==> config.mk <==
export PLATFORM = sky130hd
export DESIGN_NAME = ris_top
export DESIGN_NICKNAME = d
export VERILOG_FILES = /design/src/inc/ris_pkg.sv /design/src/inc/ris_sel_if.sv /design/src/ris_code_mux.sv /design/src/ris_top.sv
export SDC_FILE = /design/constraint.sdc
export NUM_CORES = 1
export LEC_CHECK = 0
export ABC_AREA = 1
export BUFFER_PORTS_ARGS = -buffer_cell sky130_fd_sc_hd__buf_2
export CORE_MARGIN = 5
export CORE_UTILIZATION = 60
export CTS_BUF_LIST = sky130_fd_sc_hd__clkbuf_8
export DETAILED_ROUTE_END_ITERATION = 10
export PLACE_DENSITY = 0.83
export SYNTH_ARGS = -nofsm -noshare
export SYNTH_HDL_FRONTEND = slang
export SYNTH_SLANG_ARGS = --single-unit
==> constraint.sdc <==
create_clock -name hclk -period 1.8 [get_ports hclk]
set_input_delay 0.18 -clock hclk [delete_from_list [all_inputs] [get_ports hclk]]
set_output_delay 0.18 -clock hclk [all_outputs]
set_load 0.005 [all_outputs]
==> src/inc/ris_pkg.sv <==
/*
 * Constants for the remappable input selector: register byte offsets,
 * field positions, special selection codes and AHB-Lite encodings.
 * Assumes a 32-bit AHB-Lite bus with word-aligned registers.
 */
`default_nettype none

package ris_pkg;

    // ==========================================================
    // selection codes
    localparam int CODE_W = 7;
    localparam int PIN_CNT = 128;
    localparam int TOP_PIN = 121;
    localparam logic [CODE_W-1:0] CODE_GND = 7'h00;
    localparam logic [CODE_W-1:0] CODE_CMP = 7'h01;
    localparam logic [CODE_W-1:0] CODE_TOP = 7'h79;
    localparam logic [CODE_W-1:0] FIELD_RESET = 7'h00;

    // ==========================================================
    // routed peripheral inputs, one selection field each
    typedef enum int {
        F_EXT_IRQ2,
        F_TIMER2_CLK,
        F_SERIAL2_CLK,
        F_SERIAL2_DATA,
        F_SERIAL2_SEL,
        F_CAN_RX
    } ris_field_t;
    localparam int FIELD_CNT = 6;

    // ==========================================================
    // register map (byte addresses)
    localparam int ADDR_W = 8;
    localparam logic [ADDR_W-1:0] OFS_EXT_IRQ2 = 8'h00;
    localparam logic [ADDR_W-1:0] OFS_TIMER2 = 8'h04;
    localparam logic [ADDR_W-1:0] OFS_SERIAL2_CD = 8'h08;
    localparam logic [ADDR_W-1:0] OFS_SERIAL2_SS = 8'h0C;
    localparam logic [ADDR_W-1:0] OFS_CAN_RX = 8'h10;
    localparam int LSB_LOW = 0;
    localparam int LSB_HIGH = 8;

    // per field: owning register and field position
    localparam logic [ADDR_W-1:0] FIELD_OFS [FIELD_CNT] = '{
        OFS_EXT_IRQ2, OFS_TIMER2, OFS_SERIAL2_CD, OFS_SERIAL2_CD, OFS_SERIAL2_SS, OFS_CAN_RX};
    localparam int FIELD_LSB [FIELD_CNT] = '{
        LSB_LOW, LSB_LOW, LSB_HIGH, LSB_LOW, LSB_LOW, LSB_LOW};

    // ==========================================================
    // AHB-Lite encodings
    localparam logic [2:0] HSIZE_WORD = 3'h2;
    localparam logic HRESP_OKAY = 1'h0;

endpackage : ris_pkg

`default_nettype wire

==> src/inc/ris_sel_if.sv <==
/*
 * Carrier between the register side and one code multiplexer.
 * Assumes synchronised pin and comparator levels on the system clock.
 */
`default_nettype none

interface ris_sel_if;
    logic [ris_pkg::CODE_W-1:0] code;
    logic [ris_pkg::PIN_CNT-1:0] pins;
    logic cmp;
    logic routed;

    modport ctrl (output code, output pins, output cmp, input routed);
    modport mux (input code, input pins, input cmp, output routed);
endinterface : ris_sel_if

`default_nettype wire

==> src/ris_code_mux.sv <==
/*
 * One selection-code multiplexer: ground, comparator or a remappable pin.
 * Assumes its pin and comparator levels are already synchronised.
 */
`default_nettype none

module ris_code_mux #(
    parameter logic [ris_pkg::PIN_CNT-1:0] CODE_VALID = {6'h00, {120{1'b1}}, 2'h0}
) (
    // selection carrier
    ris_sel_if.mux sel
);

    // ==========================================================
    // decode
    wire is_gnd = (sel.code == ris_pkg::CODE_GND);
    wire is_cmp = (sel.code == ris_pkg::CODE_CMP);
    // unlisted codes read as ground so a stray code never floats the input
    wire pin_lvl = CODE_VALID[sel.code] & sel.pins[sel.code];

    assign sel.routed = is_gnd ? 1'b0 : (is_cmp ? sel.cmp : pin_lvl);

endmodule : ris_code_mux

`default_nettype wire

==> src/ris_top.sv <==
/*
 * Remappable input selector with an AHB-Lite register slave.
 * Routes a chosen pin, comparator 1 or ground to six peripheral inputs.
 * Assumes pins and comparator are asynchronous to hclk; single word transfers.
 */
`default_nettype none

// Contract
// - The external interrupt 2 input follows the source picked by bits 6..0 of its select register.
// - The timer 2 external clock input follows the source picked by bits 6..0 of its select register.
// - One register holds the serial 2 clock code in bits 14..8 and its data-in code in bits 6..0.
// - The serial 2 slave-select input follows the source picked by bits 6..0 of its select register.
// - The CAN receive input follows the source picked by bits 6..0 of its select register.
// - Code 1111001 connects the controlled input to remappable input pin 121.
// - Code 0000001 connects the controlled input to the comparator 1 output.
// - Code 0000000 holds the controlled input low.
// - Bits outside the selection fields read as zero and ignore writes.
module ris_top #(
    parameter logic [ris_pkg::PIN_CNT-1:0] CODE_VALID = {6'h00, {120{1'b1}}, 2'h0}
) (
    // clock and reset
    input wire logic hclk,
    input wire logic hresetn,
    // AHB-Lite slave
    input wire logic hsel,
    input wire logic [31:0] haddr,
    input wire logic [1:0] htrans,
    input wire logic hwrite,
    input wire logic [2:0] hsize,
    input wire logic [31:0] hwdata,
    input wire logic hready,
    output logic hreadyout,
    output logic hresp,
    output logic [31:0] hrdata,
    // pin side
    input wire logic [ris_pkg::PIN_CNT-1:0] remappable_pin,
    input wire logic comparator_one_output,
    // routed peripheral inputs
    output logic external_interrupt_two,
    output logic timer_two_ext_clock,
    output logic serial_two_clock_in,
    output logic serial_two_data_in,
    output logic serial_two_slave_select,
    output logic can_receive_input
);

    // ==========================================================
    // address phase decode
    wire ap_take = hsel & hready & htrans[1];
    wire ap_mapped = (haddr[31:ris_pkg::ADDR_W] == 24'h000000) & (haddr[1:0] == 2'h0);
    wire ap_word = (hsize == ris_pkg::HSIZE_WORD);

    logic dp_write_r;
    logic dp_read_r;
    logic [ris_pkg::ADDR_W-1:0] dp_addr_r;

    always_ff @(posedge hclk or negedge hresetn) begin
        if (!hresetn) begin
            dp_write_r <= 1'b0;
            dp_read_r <= 1'b0;
            dp_addr_r <= 8'h00;
        end else if (hready) begin
            // unmapped or narrow writes are dropped here, answered OKAY
            dp_write_r <= ap_take & hwrite & ap_mapped & ap_word;
            dp_read_r <= ap_take & ~hwrite;
            dp_addr_r <= ap_mapped ? haddr[ris_pkg::ADDR_W-1:0] : 8'hFF;
        end
    end

    // zero wait states: every transfer completes in its first data cycle
    assign hreadyout = 1'b1;
    assign hresp = ris_pkg::HRESP_OKAY;

    // ==========================================================
    // selection fields
    logic [ris_pkg::CODE_W-1:0] field_r [ris_pkg::FIELD_CNT];
    logic [ris_pkg::FIELD_CNT-1:0] field_hit;

    genvar gf;
    generate
        for (gf = 0; gf < ris_pkg::FIELD_CNT; gf++) begin : g_field
            assign field_hit[gf] = dp_write_r & (dp_addr_r == ris_pkg::FIELD_OFS[gf]);

            always_ff @(posedge hclk or negedge hresetn) begin
                if (!hresetn) begin
                    field_r[gf] <= ris_pkg::FIELD_RESET;
                end else if (field_hit[gf]) begin
                    // only the field bits are stored; the rest of the word is dropped
                    field_r[gf] <= hwdata[ris_pkg::FIELD_LSB[gf] +: ris_pkg::CODE_W];
                end
            end
        end
    endgenerate

    // ==========================================================
    // read back
    logic [31:0] rd_word;

    always_comb begin
        rd_word = 32'h00000000;
        for (int f = 0; f < ris_pkg::FIELD_CNT; f++) begin
            if (dp_addr_r == ris_pkg::FIELD_OFS[f]) begin
                // fields land at their own positions, all other bits stay zero
                rd_word[ris_pkg::FIELD_LSB[f] +: ris_pkg::CODE_W] = field_r[f];
            end
        end
    end

    assign hrdata = dp_read_r ? rd_word : 32'h00000000;

    // ==========================================================
    // pin and comparator synchronisers
    logic [ris_pkg::PIN_CNT-1:0] pin_meta_r;
    logic [ris_pkg::PIN_CNT-1:0] pin_sync_r;
    logic cmp_meta_r;
    logic cmp_sync_r;

    always_ff @(posedge hclk or negedge hresetn) begin
        if (!hresetn) begin
            pin_meta_r <= '0;
            pin_sync_r <= '0;
            cmp_meta_r <= 1'b0;
            cmp_sync_r <= 1'b0;
        end else begin
            pin_meta_r <= remappable_pin;
            pin_sync_r <= pin_meta_r;
            cmp_meta_r <= comparator_one_output;
            cmp_sync_r <= cmp_meta_r;
        end
    end

    // ==========================================================
    // code multiplexers and output flops
    ris_sel_if sel [ris_pkg::FIELD_CNT] ();
    logic [ris_pkg::FIELD_CNT-1:0] route_nxt;
    logic [ris_pkg::FIELD_CNT-1:0] route_r;

    generate
        for (gf = 0; gf < ris_pkg::FIELD_CNT; gf++) begin : g_route
            assign sel[gf].code = field_r[gf];
            assign sel[gf].pins = pin_sync_r;
            assign sel[gf].cmp = cmp_sync_r;

            // pin table is a parameter so each package option can prune codes
            ris_code_mux #(
                .CODE_VALID(CODE_VALID)
            ) u_mux (
                .sel(sel[gf])
            );

            assign route_nxt[gf] = sel[gf].routed;
        end
    endgenerate

    // one flop bank for all outputs, so every bit has a single writer
    always_ff @(posedge hclk or negedge hresetn) begin
        if (!hresetn) begin
            route_r <= '0;
        end else begin
            route_r <= route_nxt;
        end
    end

    assign external_interrupt_two = route_r[ris_pkg::F_EXT_IRQ2];
    assign timer_two_ext_clock = route_r[ris_pkg::F_TIMER2_CLK];
    assign serial_two_clock_in = route_r[ris_pkg::F_SERIAL2_CLK];
    assign serial_two_data_in = route_r[ris_pkg::F_SERIAL2_DATA];
    assign serial_two_slave_select = route_r[ris_pkg::F_SERIAL2_SEL];
    assign can_receive_input = route_r[ris_pkg::F_CAN_RX];

    // ==========================================================
    // checks
    logic first_cyc_r;

    always_ff @(posedge hclk or negedge hresetn) begin
        if (!hresetn) begin
            first_cyc_r <= 1'b1;
        end else begin
            first_cyc_r <= 1'b0;
        end
    end

    property p_ext_irq2_write;
        @(posedge hclk) disable iff (!hresetn)
        dp_write_r && dp_addr_r == ris_pkg::OFS_EXT_IRQ2
        |=> field_r[ris_pkg::F_EXT_IRQ2] == $past(hwdata[6:0]) ##2 external_interrupt_two ==
            $past(route_nxt[ris_pkg::F_EXT_IRQ2]);
    endproperty
    a_ext_irq2_write: assert property (p_ext_irq2_write) else $error("irq2 field or output wrong");

    property p_timer2_write;
        @(posedge hclk) disable iff (!hresetn)
        dp_write_r && dp_addr_r == ris_pkg::OFS_TIMER2
        |=> field_r[ris_pkg::F_TIMER2_CLK] == $past(hwdata[6:0]);
    endproperty
    a_timer2_write: assert property (p_timer2_write) else $error("timer2 field not written");

    property p_serial2_pair;
        @(posedge hclk) disable iff (!hresetn)
        dp_write_r && dp_addr_r == ris_pkg::OFS_SERIAL2_CD
        |=> field_r[ris_pkg::F_SERIAL2_CLK] == $past(hwdata[14:8])
            && field_r[ris_pkg::F_SERIAL2_DATA] == $past(hwdata[6:0]);
    endproperty
    a_serial2_pair: assert property (p_serial2_pair) else $error("serial2 clock/data fields wrong");

    property p_serial2_sel_write;
        @(posedge hclk) disable iff (!hresetn)
        dp_write_r && dp_addr_r == ris_pkg::OFS_SERIAL2_SS
        |=> field_r[ris_pkg::F_SERIAL2_SEL] == $past(hwdata[6:0]);
    endproperty
    a_serial2_sel_write: assert property (p_serial2_sel_write) else $error("serial2 select field wrong");

    property p_can_write;
        @(posedge hclk) disable iff (!hresetn)
        dp_write_r && dp_addr_r == ris_pkg::OFS_CAN_RX
        |=> field_r[ris_pkg::F_CAN_RX] == $past(hwdata[6:0]);
    endproperty
    a_can_write: assert property (p_can_write) else $error("can receive field wrong");

    property p_reserved_zero;
        @(posedge hclk) disable iff (!hresetn)
        dp_read_r |-> hrdata[31:15] == 17'h00000 && hrdata[7] == 1'b0
            && (dp_addr_r == ris_pkg::OFS_SERIAL2_CD || hrdata[14:8] == 7'h00);
    endproperty
    a_reserved_zero: assert property (p_reserved_zero) else $error("reserved bits read nonzero");

    property p_reset_clear;
        @(posedge hclk) disable iff (!hresetn)
        first_cyc_r |-> field_r[0] == 7'h00 && field_r[5] == 7'h00 && route_r == 6'h00;
    endproperty
    a_reset_clear: assert property (p_reset_clear) else $error("fields not clear after reset");

    // ==========================================================
    // bus checks
    property p_bus_okay;
        @(posedge hclk) disable iff (!hresetn)
        hreadyout && hresp == ris_pkg::HRESP_OKAY;
    endproperty
    a_bus_okay: assert property (p_bus_okay) else $error("bus answer not zero-wait okay");

    property p_write_take;
        @(posedge hclk) disable iff (!hresetn)
        ap_take && hwrite && ap_mapped && ap_word
        |=> dp_write_r;
    endproperty
    a_write_take: assert property (p_write_take) else $error("word write not taken");

    property p_narrow_drop;
        @(posedge hclk) disable iff (!hresetn)
        ap_take && hwrite && !ap_word
        |=> !dp_write_r;
    endproperty
    a_narrow_drop: assert property (p_narrow_drop) else $error("narrow write stored");

    property p_unmapped_drop;
        @(posedge hclk) disable iff (!hresetn)
        ap_take && hwrite && !ap_mapped
        |=> !dp_write_r;
    endproperty
    a_unmapped_drop: assert property (p_unmapped_drop) else $error("unmapped write stored");

    property p_read_take;
        @(posedge hclk) disable iff (!hresetn)
        ap_take && !hwrite
        |=> dp_read_r;
    endproperty
    a_read_take: assert property (p_read_take) else $error("read not taken");

    property p_unmapped_read;
        @(posedge hclk) disable iff (!hresetn)
        dp_read_r && !$past(ap_mapped)
        |-> hrdata == 32'h00000000;
    endproperty
    a_unmapped_read: assert property (p_unmapped_read) else $error("unmapped read nonzero");

    property p_idle_rdata;
        @(posedge hclk) disable iff (!hresetn)
        !dp_read_r
        |-> hrdata == 32'h00000000;
    endproperty
    a_idle_rdata: assert property (p_idle_rdata) else $error("read data outside a read");

    // ==========================================================
    // routing, read-back and field hold checks
    generate
        for (gf = 0; gf < ris_pkg::FIELD_CNT; gf++) begin : g_chk
            property p_route_top;
                @(posedge hclk) disable iff (!hresetn)
                field_r[gf] == ris_pkg::CODE_TOP |=> route_r[gf] == $past(pin_sync_r[ris_pkg::TOP_PIN]);
            endproperty
            a_route_top: assert property (p_route_top) else $error("top code not on pin 121");

            property p_route_cmp;
                @(posedge hclk) disable iff (!hresetn)
                field_r[gf] == ris_pkg::CODE_CMP |=> route_r[gf] == $past(cmp_sync_r);
            endproperty
            a_route_cmp: assert property (p_route_cmp) else $error("comparator code not routed");

            property p_route_gnd;
                @(posedge hclk) disable iff (!hresetn)
                (field_r[gf] == ris_pkg::CODE_GND) [*2] |-> route_r[gf] == 1'b0;
            endproperty
            a_route_gnd: assert property (p_route_gnd) else $error("ground code not low");

            property p_route_table;
                @(posedge hclk) disable iff (!hresetn)
                field_r[gf] > ris_pkg::CODE_CMP
                |=> route_r[gf] == (CODE_VALID[$past(field_r[gf])] & $past(pin_sync_r[field_r[gf]]));
            endproperty
            a_route_table: assert property (p_route_table) else $error("pin code routed wrong");

            property p_read_field;
                @(posedge hclk) disable iff (!hresetn)
                dp_read_r && dp_addr_r == ris_pkg::FIELD_OFS[gf]
                |-> hrdata[ris_pkg::FIELD_LSB[gf] +: ris_pkg::CODE_W] == field_r[gf];
            endproperty
            a_read_field: assert property (p_read_field) else $error("field not read back in place");

            property p_field_hold;
                @(posedge hclk) disable iff (!hresetn)
                !field_hit[gf]
                |=> $stable(field_r[gf]);
            endproperty
            a_field_hold: assert property (p_field_hold) else $error("field changed without a write");

            // three edges from pin to output: two sync flops and the output flop
            property p_cmp_path;
                @(posedge hclk) disable iff (!hresetn)
                (field_r[gf] == ris_pkg::CODE_CMP) [*4]
                |-> route_r[gf] == $past(comparator_one_output, 3);
            endproperty
            a_cmp_path: assert property (p_cmp_path) else $error("comparator level not passed through");

            property p_top_path;
                @(posedge hclk) disable iff (!hresetn)
                (field_r[gf] == ris_pkg::CODE_TOP) [*4]
                |-> route_r[gf] == $past(remappable_pin[ris_pkg::TOP_PIN], 3);
            endproperty
            a_top_path: assert property (p_top_path) else $error("pin 121 level not passed through");
        end
    endgenerate

endmodule : ris_top

`default_nettype wire

==> out/results.tsv, run 1 <==
stage	metric	value	unit
status	status	stopped before the end	
status	Exit stage	global routing (5_1_grt)	
status	tool error	[ERROR GRT-0232] Routing congestion too high. Check the congestion heatmap in the GUI.	
logic_synthesis	Compound-Gate Fraction of Synth Area	0.1406	
logic_synthesis	post-synth top area cell	dfrtp_1	
logic_synthesis	post-synthesis instance area	16710	µm²
clock_network	CTS H-tree lvls	2	
clock_network	clock tree buffer depth	3	
logic_synthesis	Seq/Total Area, Yosys	0.4733	
place	Placed Cells	2931	
logic_synthesis	Syn Inst Count	2223	
logic_synthesis	Synth Area in Simple Gates	0.2995	
clock_network	CTS root buf	clkbuf_8	
logic_synthesis	post-synthesis xor/xnor area fraction	0	
logic_synthesis	Mean Syn Cell Area	7.516	µm²
clock_network	Num CTS Buffers	49	
grt	largest net degree at the start of global routing	66	
grt	total track usage	0.8055	
clock_network	Sink Count	316	
grt	GR Overflow Total	168	
place	gpl congestion	1.250	
logic_synthesis	largest cells by area after synthesis	dfrtp_1 47%, nand2_1 17%, nand3_1 7.7%	
floorplan	die width	176.9	µm
sta	Worst EP post-GRT repair	hrdata[6]	
floorplan	I/O pins	243	
logic_synthesis	proportion of synthesized area in mux cells	0	
logic_synthesis	Synth Area in Adders	0	
sta	WEP type	top-level output	
floorplan	Initial Utilization	0.6047	
logic_synthesis	largest family of logic cells by synthesized area	simple AND/OR/NAND/NOR gates	
floorplan	Die Ht	176.9	µm
logic_synthesis	Yosys top cell area share	0.4733	
logic_synthesis	yosys warns	0	
logic_synthesis	Netlist cell types	35	
place	pre-CTS setup slack	-0.2674	ns
logic_synthesis	#FFs+latches synth	316	
place	I/O Buffers	203	
place	Post-DP HPWL	58.00	mm
floorplan	site row count	61	
==> synth_stat cells, drive strengths merged <==
cell,n
o211ai,105
o221ai,3
nand2,759
nand4,39
o21a,6
a21boi,1
o22ai,10
buf,119
a221oi,2
nor3b,1
a21oi,138
a22oi,11
o32ai,1
inv,172
clkbuf,24
conb,2
dfrtp,316
a31oi,15
o21ai,105
nor2,118
nor3,11
nand3b,1
nor4,8
nand3,256
==> cells by family after synthesis <==
family	Yosys count
buf+inv	315
flops	316
compound gates	397
simple gates	1193
other cells	2
==> metal layers <==
metal  overflow  track usage
met4         77       0.7969
met1          5       0.8069
met2         73       0.9259
met3         12       0.6981
met5          1       0.4295
==> timing repair <==
item | CTS
hold endpoints to repair | 430
cloned | 1
setup endpoints to repair | 27
resized for setup | 103
hold buffers | 160
pin swaps | 16
buffers inserted | 19
==> metrics by stage <==
| stage | hold slack (ns) | cell area (µm²) |
|---|---|---|
| global placement | 0.1522 | 19800 |
| CTS | 0.07403 | 22940 |
| detailed placement | 0.1689 | 19800 |
| floorplan | -0.1156 | 16780 |
==> inputs of run 2 (changes only) <==
- CORE_UTILIZATION: 60 -> 40
- CTS_BUF_LIST: sky130_fd_sc_hd__clkbuf_8 -> default
- PLACE_DENSITY: 0.83 -> default
- PLACE_DENSITY_LB_ADDON: default -> 0.15
==> run 2 against run 1 <==
  * The flow now finishes, with violations (setup timing)
  * Synthesized area stayed put
  * Synthesized cell count stayed put
==> out/results.tsv, run 2 <==
stage	metric	value	unit	change
status	status	finished with violations		was stopped before the end
status	failing checks	setup timing		
finish	Final #Nets	2996		
logic_synthesis	Syn Inst Count	2223		unchanged
critical_path	crit-path max FO	5		
logic_synthesis	post-synthesis instance area	16710	µm²	unchanged
floorplan	CORE AREA	41110	µm²	
drt	routed wl met3	11.08	mm	
logic_synthesis	Post-synth top flop	dfrtp_1		unchanged
power	combinational power share	0.113		
grt	initial antenna violation count	2		
floorplan	die width	214.4	µm	was 176.9 µm
drt	highest metal used	met5		
critical_path	nature of the critical path startpoint	flop		
drt	ANT nets after route	0		
drt	DR DRC count	0		
clock_network	CTS tree	done		
drt	drt first-iter violations	2452		
power	Peak supply drop	818.7	µV	
grt	GR Overflow Total	0		
grt	total track usage	0.3637		
sta	final hold vios	0		
place	Post-DP HPWL	61.51	mm	was 58.00 mm
critical_path	critical path endpoint category	output port		
power	clock network power share	0.428		
finish	register area	7919	µm²	
power	switching power total	4375	µW	
sta	Final Skew	0.01606	ns	
logic_synthesis	Yosys top cell area share	0.4733		unchanged
power	Pint	12520	µW	
place	gpl congestion	1.122		was 1.250
clock_network	Worst-Skew Late Latency	0.56	ns	
floorplan	Initial Utilization	0.4064		was 0.6047
logic_synthesis	Post-synth EDFFs	0		unchanged
sta	Setup TNS	-6.319	ns	
logic_synthesis	Post-synth top cells	753 x nand2_1, 316 x dfrtp_1, 256 x nand3_1		unchanged
sta	Achievable Freq	428.4	MHz	
critical_path	crit path kind	reg -> out		
clock_network	CTS root buf	clkbuf_16		was clkbuf_8
critical_path	Req. time, crit path	1.62	ns	
logic_synthesis	Mean Syn Cell Area	7.516	µm²	unchanged
flow_run	max_cap viols	0		
sta	RSZ-0062 raised after global routing	yes		
drt	Vias/cell	5.748		
grt	largest net degree at the start of global routing	71		
floorplan	Die Ht	214.4	µm	was 176.9 µm
sta	final setup fails	20		
clock_network	Sink Count	316		unchanged
drt	routed wl met2	36.38	mm	
drt	DR pass1 iterations	8		
sta	worst slew pin tran	0.6764	ns	
clock_network	CTS H-tree lvls	2		unchanged
clock_network	Num CTS Buffers	35		was 49
power	part of the power in registers	0.459		
logic_synthesis	Netlist cell types	35		unchanged
finish	layout cells sized above 1	0.2802		
sta	Final WS setup	-0.5344	ns	
sta	fin crit period	2.334	ns	
logic_synthesis	Seq/Total Area, Yosys	0.4733		unchanged
clock_network	clock tree buffer depth	3		unchanged
floorplan	I/O pins	243		unchanged
critical_path	WP data arrival	2.15	ns	
finish	most common cell after layout, fill and taps aside	nand2_1		
sta	Worst slew margin	0.5491		
place	pre-CTS setup slack	-0.3343	ns	was -0.2674 ns
sta	Final Slew Violations	0		
finish	Layout area overhead	48.20	%	
sta	fin crit share	1.297		
logic_synthesis	largest cells by area after synthesis	dfrtp_1 47%, nand2_1 17%, nand3_1 7.7%		unchanged
logic_synthesis	post-synthesis async set-or-reset flop share	1.000		unchanged
logic_synthesis	top-count cell post-synth	nand2_1		unchanged
logic_synthesis	#FFs+latches synth	316		unchanged
drt	M1 wire length	33.16	mm	
logic_synthesis	yosys warns	0		unchanged
floorplan	die area	45960	µm²	
drt	total number of vias	19270		
power	P_leak	0.01207	µW	
worst_hold_path	Hold WC Path Type	in -> reg		
place	I/O Buffers	203		unchanged
grt	vias in the first global route	18840		
drt	WL/cell	25.97	µm	
finish	most frequent cells in the layout	708 x nand2_1, 307 x dfrtp_1, 204 x nand3_1		
power	Power Density	682.3	nW/µm²	
power	Sw Share	0.2590		
finish	multi-input logic area	8354	µm²	
clock_network	Worst-path clk slew	0.06	ns	
finish	fillcell total	3644		
floorplan	site row count	74		was 61
grt	first-pass GRT wire length	125.4	mm	
drt	Detailed Route WL	87.07	mm	
logic_synthesis	post-synth top area cell	dfrtp_1		unchanged
run 2: cell counts after synthesis:
Identical to the previous run, type by type.
run 2: area by class of cell:
class                      instances  area share
antenna                            1   0.0001011
clock buffer                      47     0.03921
clock inverter                    16    0.007529
inverter                         172     0.02825
multi-input combinational       1610      0.3374
sequential                       316      0.3198
tap                              532     0.02688
timing repair buffer             657      0.2405
timing repair inverter             1   0.0003032
run 2: per-stage QoR:
step / instances / area [µm²] / hold slack, ns / util / total power (µW)
after CTS: 3323 / 23910 / 0.001400 / 0.5817 / 16840
after global routing: 3352 / 24760 / 0.03281 / 0.6023 / 17530
final: 3352 / 24760 / 0.02381 / 0.6023 / 16890
after floorplan: 2241 / 16780 / -0.1156 / - / 8378
after detailed placement: 3088 / 20230 / 0.1282 / 0.4922 / 9308
after global placement: 3088 / 20230 / 0.1254 / 0.4922 / 9297
run 2: per-layer routing:
metal | vias up | track usage
met5 | - | 0
met4 | 2 | 0.2001
met3 | 345 | 0.09925
met2 | 1411 | 0.5344
met1 | 9037 | 0.4889
li1 | 8472 | -
run 2: cells by family (layout without fill, tap and decap cells):
family                 after synthesis  after routing  share of synthesized area
AOI/OAI and AO/OA                  397            397                     0.1406
buffers and inverters              315            893                    0.08619
DFF                                316            316                     0.4733
other                                2             21                  0.0004495
and+or+nand+nor                   1193           1193                     0.2995
run 2: what timing repair did:
action                                 4_1_cts  5_1_grt
setup endpoints to repair                   21       30
endpoints found under the hold margin      400        0
setup buffers                               13       26
resized for setup                          187      138
pin swaps                                   44       85
hold buffers                               152        0
cloned                                       7        6
run 2: worst max-delay path, stage by stage (launching register included):
cell	delay, ns
dfrtp_1	0.39
nor2_2	0.16
nand3_2	0.13
inv_2	0.12
nand2_2	0.09
buf_6	0.15
o22ai_2	0.14
o22ai_2	0.12
a21oi_2	0.17
buf_2	0.14
run 2: final timing paths:
path / startpoint / to / slack, ns / cells past startpoint
worst max-delay path: dp_addr_r[6] / hrdata[6] / -0.53 / 9
worst min-delay path: hready / dp_write_r / 0.02 / 2
worst max register to register: sel[2].code[0] / route_r[2] / -0.21 / 14
worst min register to register: pin_meta_r[86] / pin_sync_r[86] / 0.34 / 0
max in group asynchronous: hresetn / route_r[1] / 0.91 / 3
min in group asynchronous: hresetn / pin_meta_r[119] / 0.14 / 2
run 2: power groups by stage:
| stage | Clock, µW | Combinational, µW | Sequential, µW |
|---|---|---|---|
| global placement | 0 | 1450 | 7850 |
| CTS | 7340 | 1770 | 7730 |
| global route | 7680 | 2080 | 7780 |
| detailed placement | 0 | 1450 | 7850 |
| floorplan | 0 | 673 | 7700 |
| finish | 7230 | 1910 | 7750 |
(Power assumes the default switching activity.)
==> inputs of run 3 (changes only) <==
- CTS_BUF_LIST: default -> sky130_fd_sc_hd__clkbuf_4
- CTS_CLUSTER_SIZE: default -> 12
- TNS_END_PERCENT: default -> 5
==> run 3 against run 2 <==
  * Cell count up 5.8%
  * The run still ends with setup timing left
  * Non-clock buffer count up 111
  * Worst setup slack worse by 0.28 ns
  * Critical path type unchanged
==> out/results.tsv, run 3 (synthesized netlist as in run 2, its figures left out) <==
stage	metric	value	unit	change
finish	most frequent cells in the layout	747 x nand2_1, 309 x dfrtp_1, 301 x dlygate4sd3_1		was 708 x nand2_1, 307 x dfrtp_1, 204 x nand3_1
sta	Setup TNS	-11.01	ns	was -6.319 ns
sta	RSZ-0062 raised after global routing	yes		unchanged
grt	largest net degree at the start of global routing	71		unchanged
critical_path	crit-path max cell delay	0.38	ns	was 0.39 ns
critical_path	crit-path max FO	5		unchanged
finish	Final #Nets	3154		was 2,996
clock_network	CTS root buf	clkbuf_4		was clkbuf_16
grt	GR Overflow Total	0		unchanged
power	total power	16160	µW	was 16,890 µW
floorplan	die area	45960	µm²	unchanged
finish	layout cells sized above 1	0.2307		was 0.2802
finish	Layout area overhead	47.90	%	was 48.20%
grt	first-pass GRT wire length	129.0	mm	was 125.4 mm
clock_network	Num CTS Buffers	82		was 35
sta	final hold vios	0		unchanged
clock_network	Worst-Skew Late Latency	0.84	ns	was 0.56 ns
critical_path	critical path endpoint category	output port		unchanged
finish	register area	7916	µm²	was 7919 µm²
drt	drt first-iter violations	2550		was 2,452
critical_path	Req. time, crit path	1.62	ns	about the same
critical_path	Crit. path cell count	9		unchanged
critical_path	nature of the critical path startpoint	flop		unchanged
critical_path	Buf/Inv on CP	3		unchanged
floorplan	Die Ht	214.4	µm	unchanged
worst_hold_path	Hold WC Path Type	in -> reg		unchanged
grt	total track usage	0.3746		was 0.3637
drt	DR pass1 iterations	6		was 8
status	status	finished with violations		unchanged
floorplan	I/O pins	243		unchanged
drt	DR DRC count	0		unchanged
sta	Worst slew margin	0.5746		was 0.5491
place	gpl congestion	1.122		unchanged
sta	final setup fails	26		was 20
critical_path	Reg2Reg Setup Slack	-0.41	ns	was -0.21 ns
floorplan	Initial Utilization	0.4064		unchanged
grt	vias in the first global route	19880		was 18,840
clock_network	CTS tree	done		unchanged
floorplan	die width	214.4	µm	unchanged
sta	Final Slew Violations	0		unchanged
drt	WL/cell	24.77	µm	was 25.97 µm
clock_network	clock tree buffer depth	3		unchanged
sta	fin crit share	1.452		was 1.297
place	I/O Buffers	203		unchanged
critical_path	Critical path origin	dp_addr_r[0]		was dp_addr_r[6]
critical_path	r2r startpoint	sel[5].code[1]		was sel[2].code[0]
clock_network	Worst-path clk slew	0.07	ns	was 0.06 ns
drt	total number of vias	19820		was 19,270
sta	fin crit period	2.613	ns	was 2.334 ns
drt	Vias/cell	5.591		was 5.748
critical_path	crit path kind	reg -> out		unchanged
critical_path	CP max-delay cell	dfrtp_1		unchanged
floorplan	CORE AREA	41110	µm²	unchanged
power	Peak supply drop	824.7	µV	was 818.7 µV
critical_path	CP cell instances	inv_2 > nand2_2 > nor3_4 > nand2_2 > buf_6 > o22ai_2 > o22ai_2 > a21oi_1 > buf_2		was nor2_2 > nand3_2 > inv_2 > nand2_2 > buf_6 > o22ai_2 > o22ai_2 > a21oi_2 > buf_2
clock_network	Sink Count	316		unchanged
place	Post-DP HPWL	61.51	mm	unchanged
power	P_leak	0.01223	µW	was 0.01207 µW
sta	Final Skew	0.04422	ns	was 0.01606 ns
floorplan	site row count	74		unchanged
critical_path	WP data arrival	2.43	ns	was 2.15 ns
sta	Achievable Freq	382.7	MHz	was 428.4 MHz
place	pre-CTS setup slack	-0.3343	ns	unchanged
grt	initial antenna violation count	2		unchanged
clock_network	CTS H-tree lvls	3		was 2
finish	fillcell total	3638		was 3,644
status	failing checks	setup timing		unchanged
drt	Detailed Route WL	87.83	mm	was 87.07 mm
finish	most common cell after layout, fill and taps aside	nand2_1		unchanged
finish	Final Util	0.6011		was 0.6023
critical_path	capture point of the worst reg-to-reg path	route_r[5]		was route_r[2]
power	Power Density	654.1	nW/µm²	was 682.3 nW/µm²
critical_path	crit-path leading delay family	compound AO/OA/AOI/OAI gates		unchanged
flow_run	max_cap viols	0		unchanged
critical_path	worst r2r path cells	14		unchanged
critical_path	end of the critical path	hrdata[5]		was hrdata[6]
sta	worst slew pin tran	0.6380	ns	was 0.6764 ns
drt	ANT nets after route	0		unchanged
sta	Final WS setup	-0.8133	ns	was -0.5344 ns
finish	multi-input logic area	7700	µm²	was 8354 µm²
-- run 3: final cells by class --
type / count / area share
clock buffers: 119 / 0.03615
repair inverters: 1 / 0.0003038
repair buffers: 768 / 0.2716
well taps: 532 / 0.02694
multi-input cells: 1610 / 0.3116
flip-flops and latches: 316 / 0.3203
diodes: 1 / 0.0001013
inverters: 172 / 0.02668
clock inverters: 27 / 0.006329
-- run 3: worst reg2reg max path, cell delays in order, from the launching register on --
cell and delay (ns):
dfrtp_1 0.39, buf_12 0.15, nor2_2 0.35, buf_12 0.20, nand2_1 0.06, nand3_1 0.09, nand2_1 0.06, nand2_1 0.09
nor2_1 0.06, buf_4 0.15, nand2_1 0.13, nand3_1 0.14, nand3_1 0.09, nand3_1 0.06, nand2_1 0.10
-- run 3: worst min-delay path by stage --
stage / start / to / slack [ns] / cells after the start
after floorplan: hresetn / cmp_meta_r / -0.12 / 0
after global placement: hresetn / pin_meta_r[119] / 0.13 / 1
after detailed placement: hresetn / pin_meta_r[119] / 0.13 / 1
after CTS: hwdata[14] / sel[2].code[6] / 0.06 / 4
after global routing: haddr[0] / dp_write_r / 0.11 / 5
final: haddr[0] / dp_write_r / 0.12 / 5
-- run 3: what timing repair did --
item | CTS | global route
hold endpoints to repair | 497 | 0
gates cloned | 0 | 1
endpoints found under the setup margin | 21 | 39
buffers inserted | 1 | 5
hold buffers | 304 | 0
pin swaps | 10 | 12
gates resized for setup | 47 | 49
-- run 3: power by group --
group	switching (µW)	leakage (µW)	total, µW	internal [µW]
logic	1090	0.00802	2090	998
registers	328	0.00359	7750	7420
clock network	3130	0.000620	6330	3210
-- run 3: routing by layer --
| layer | vias up | part of all wire | GRT usage |
|---|---|---|---|
| met3 | 320 | 0.12 | 0.1048 |
| met4 | 2 | 0.067 | 0.2072 |
| met5 | - | 0.00015 | 0 |
| met2 | 1402 | 0.43 | 0.5689 |
| li1 | 8840 | - | - |
| met1 | 9260 | 0.38 | 0.4856 |
-- run 3: metrics by stage --
step                hold WS (ns)  area (µm²)  instances
detailed placement        0.1282       20230       3088
floorplan                -0.1156       16780       2241
finish                    0.1190       24710       3546
CTS                      0.06008       24510       3539
global route              0.1132       24710       3546
global placement          0.1254       20230       3088
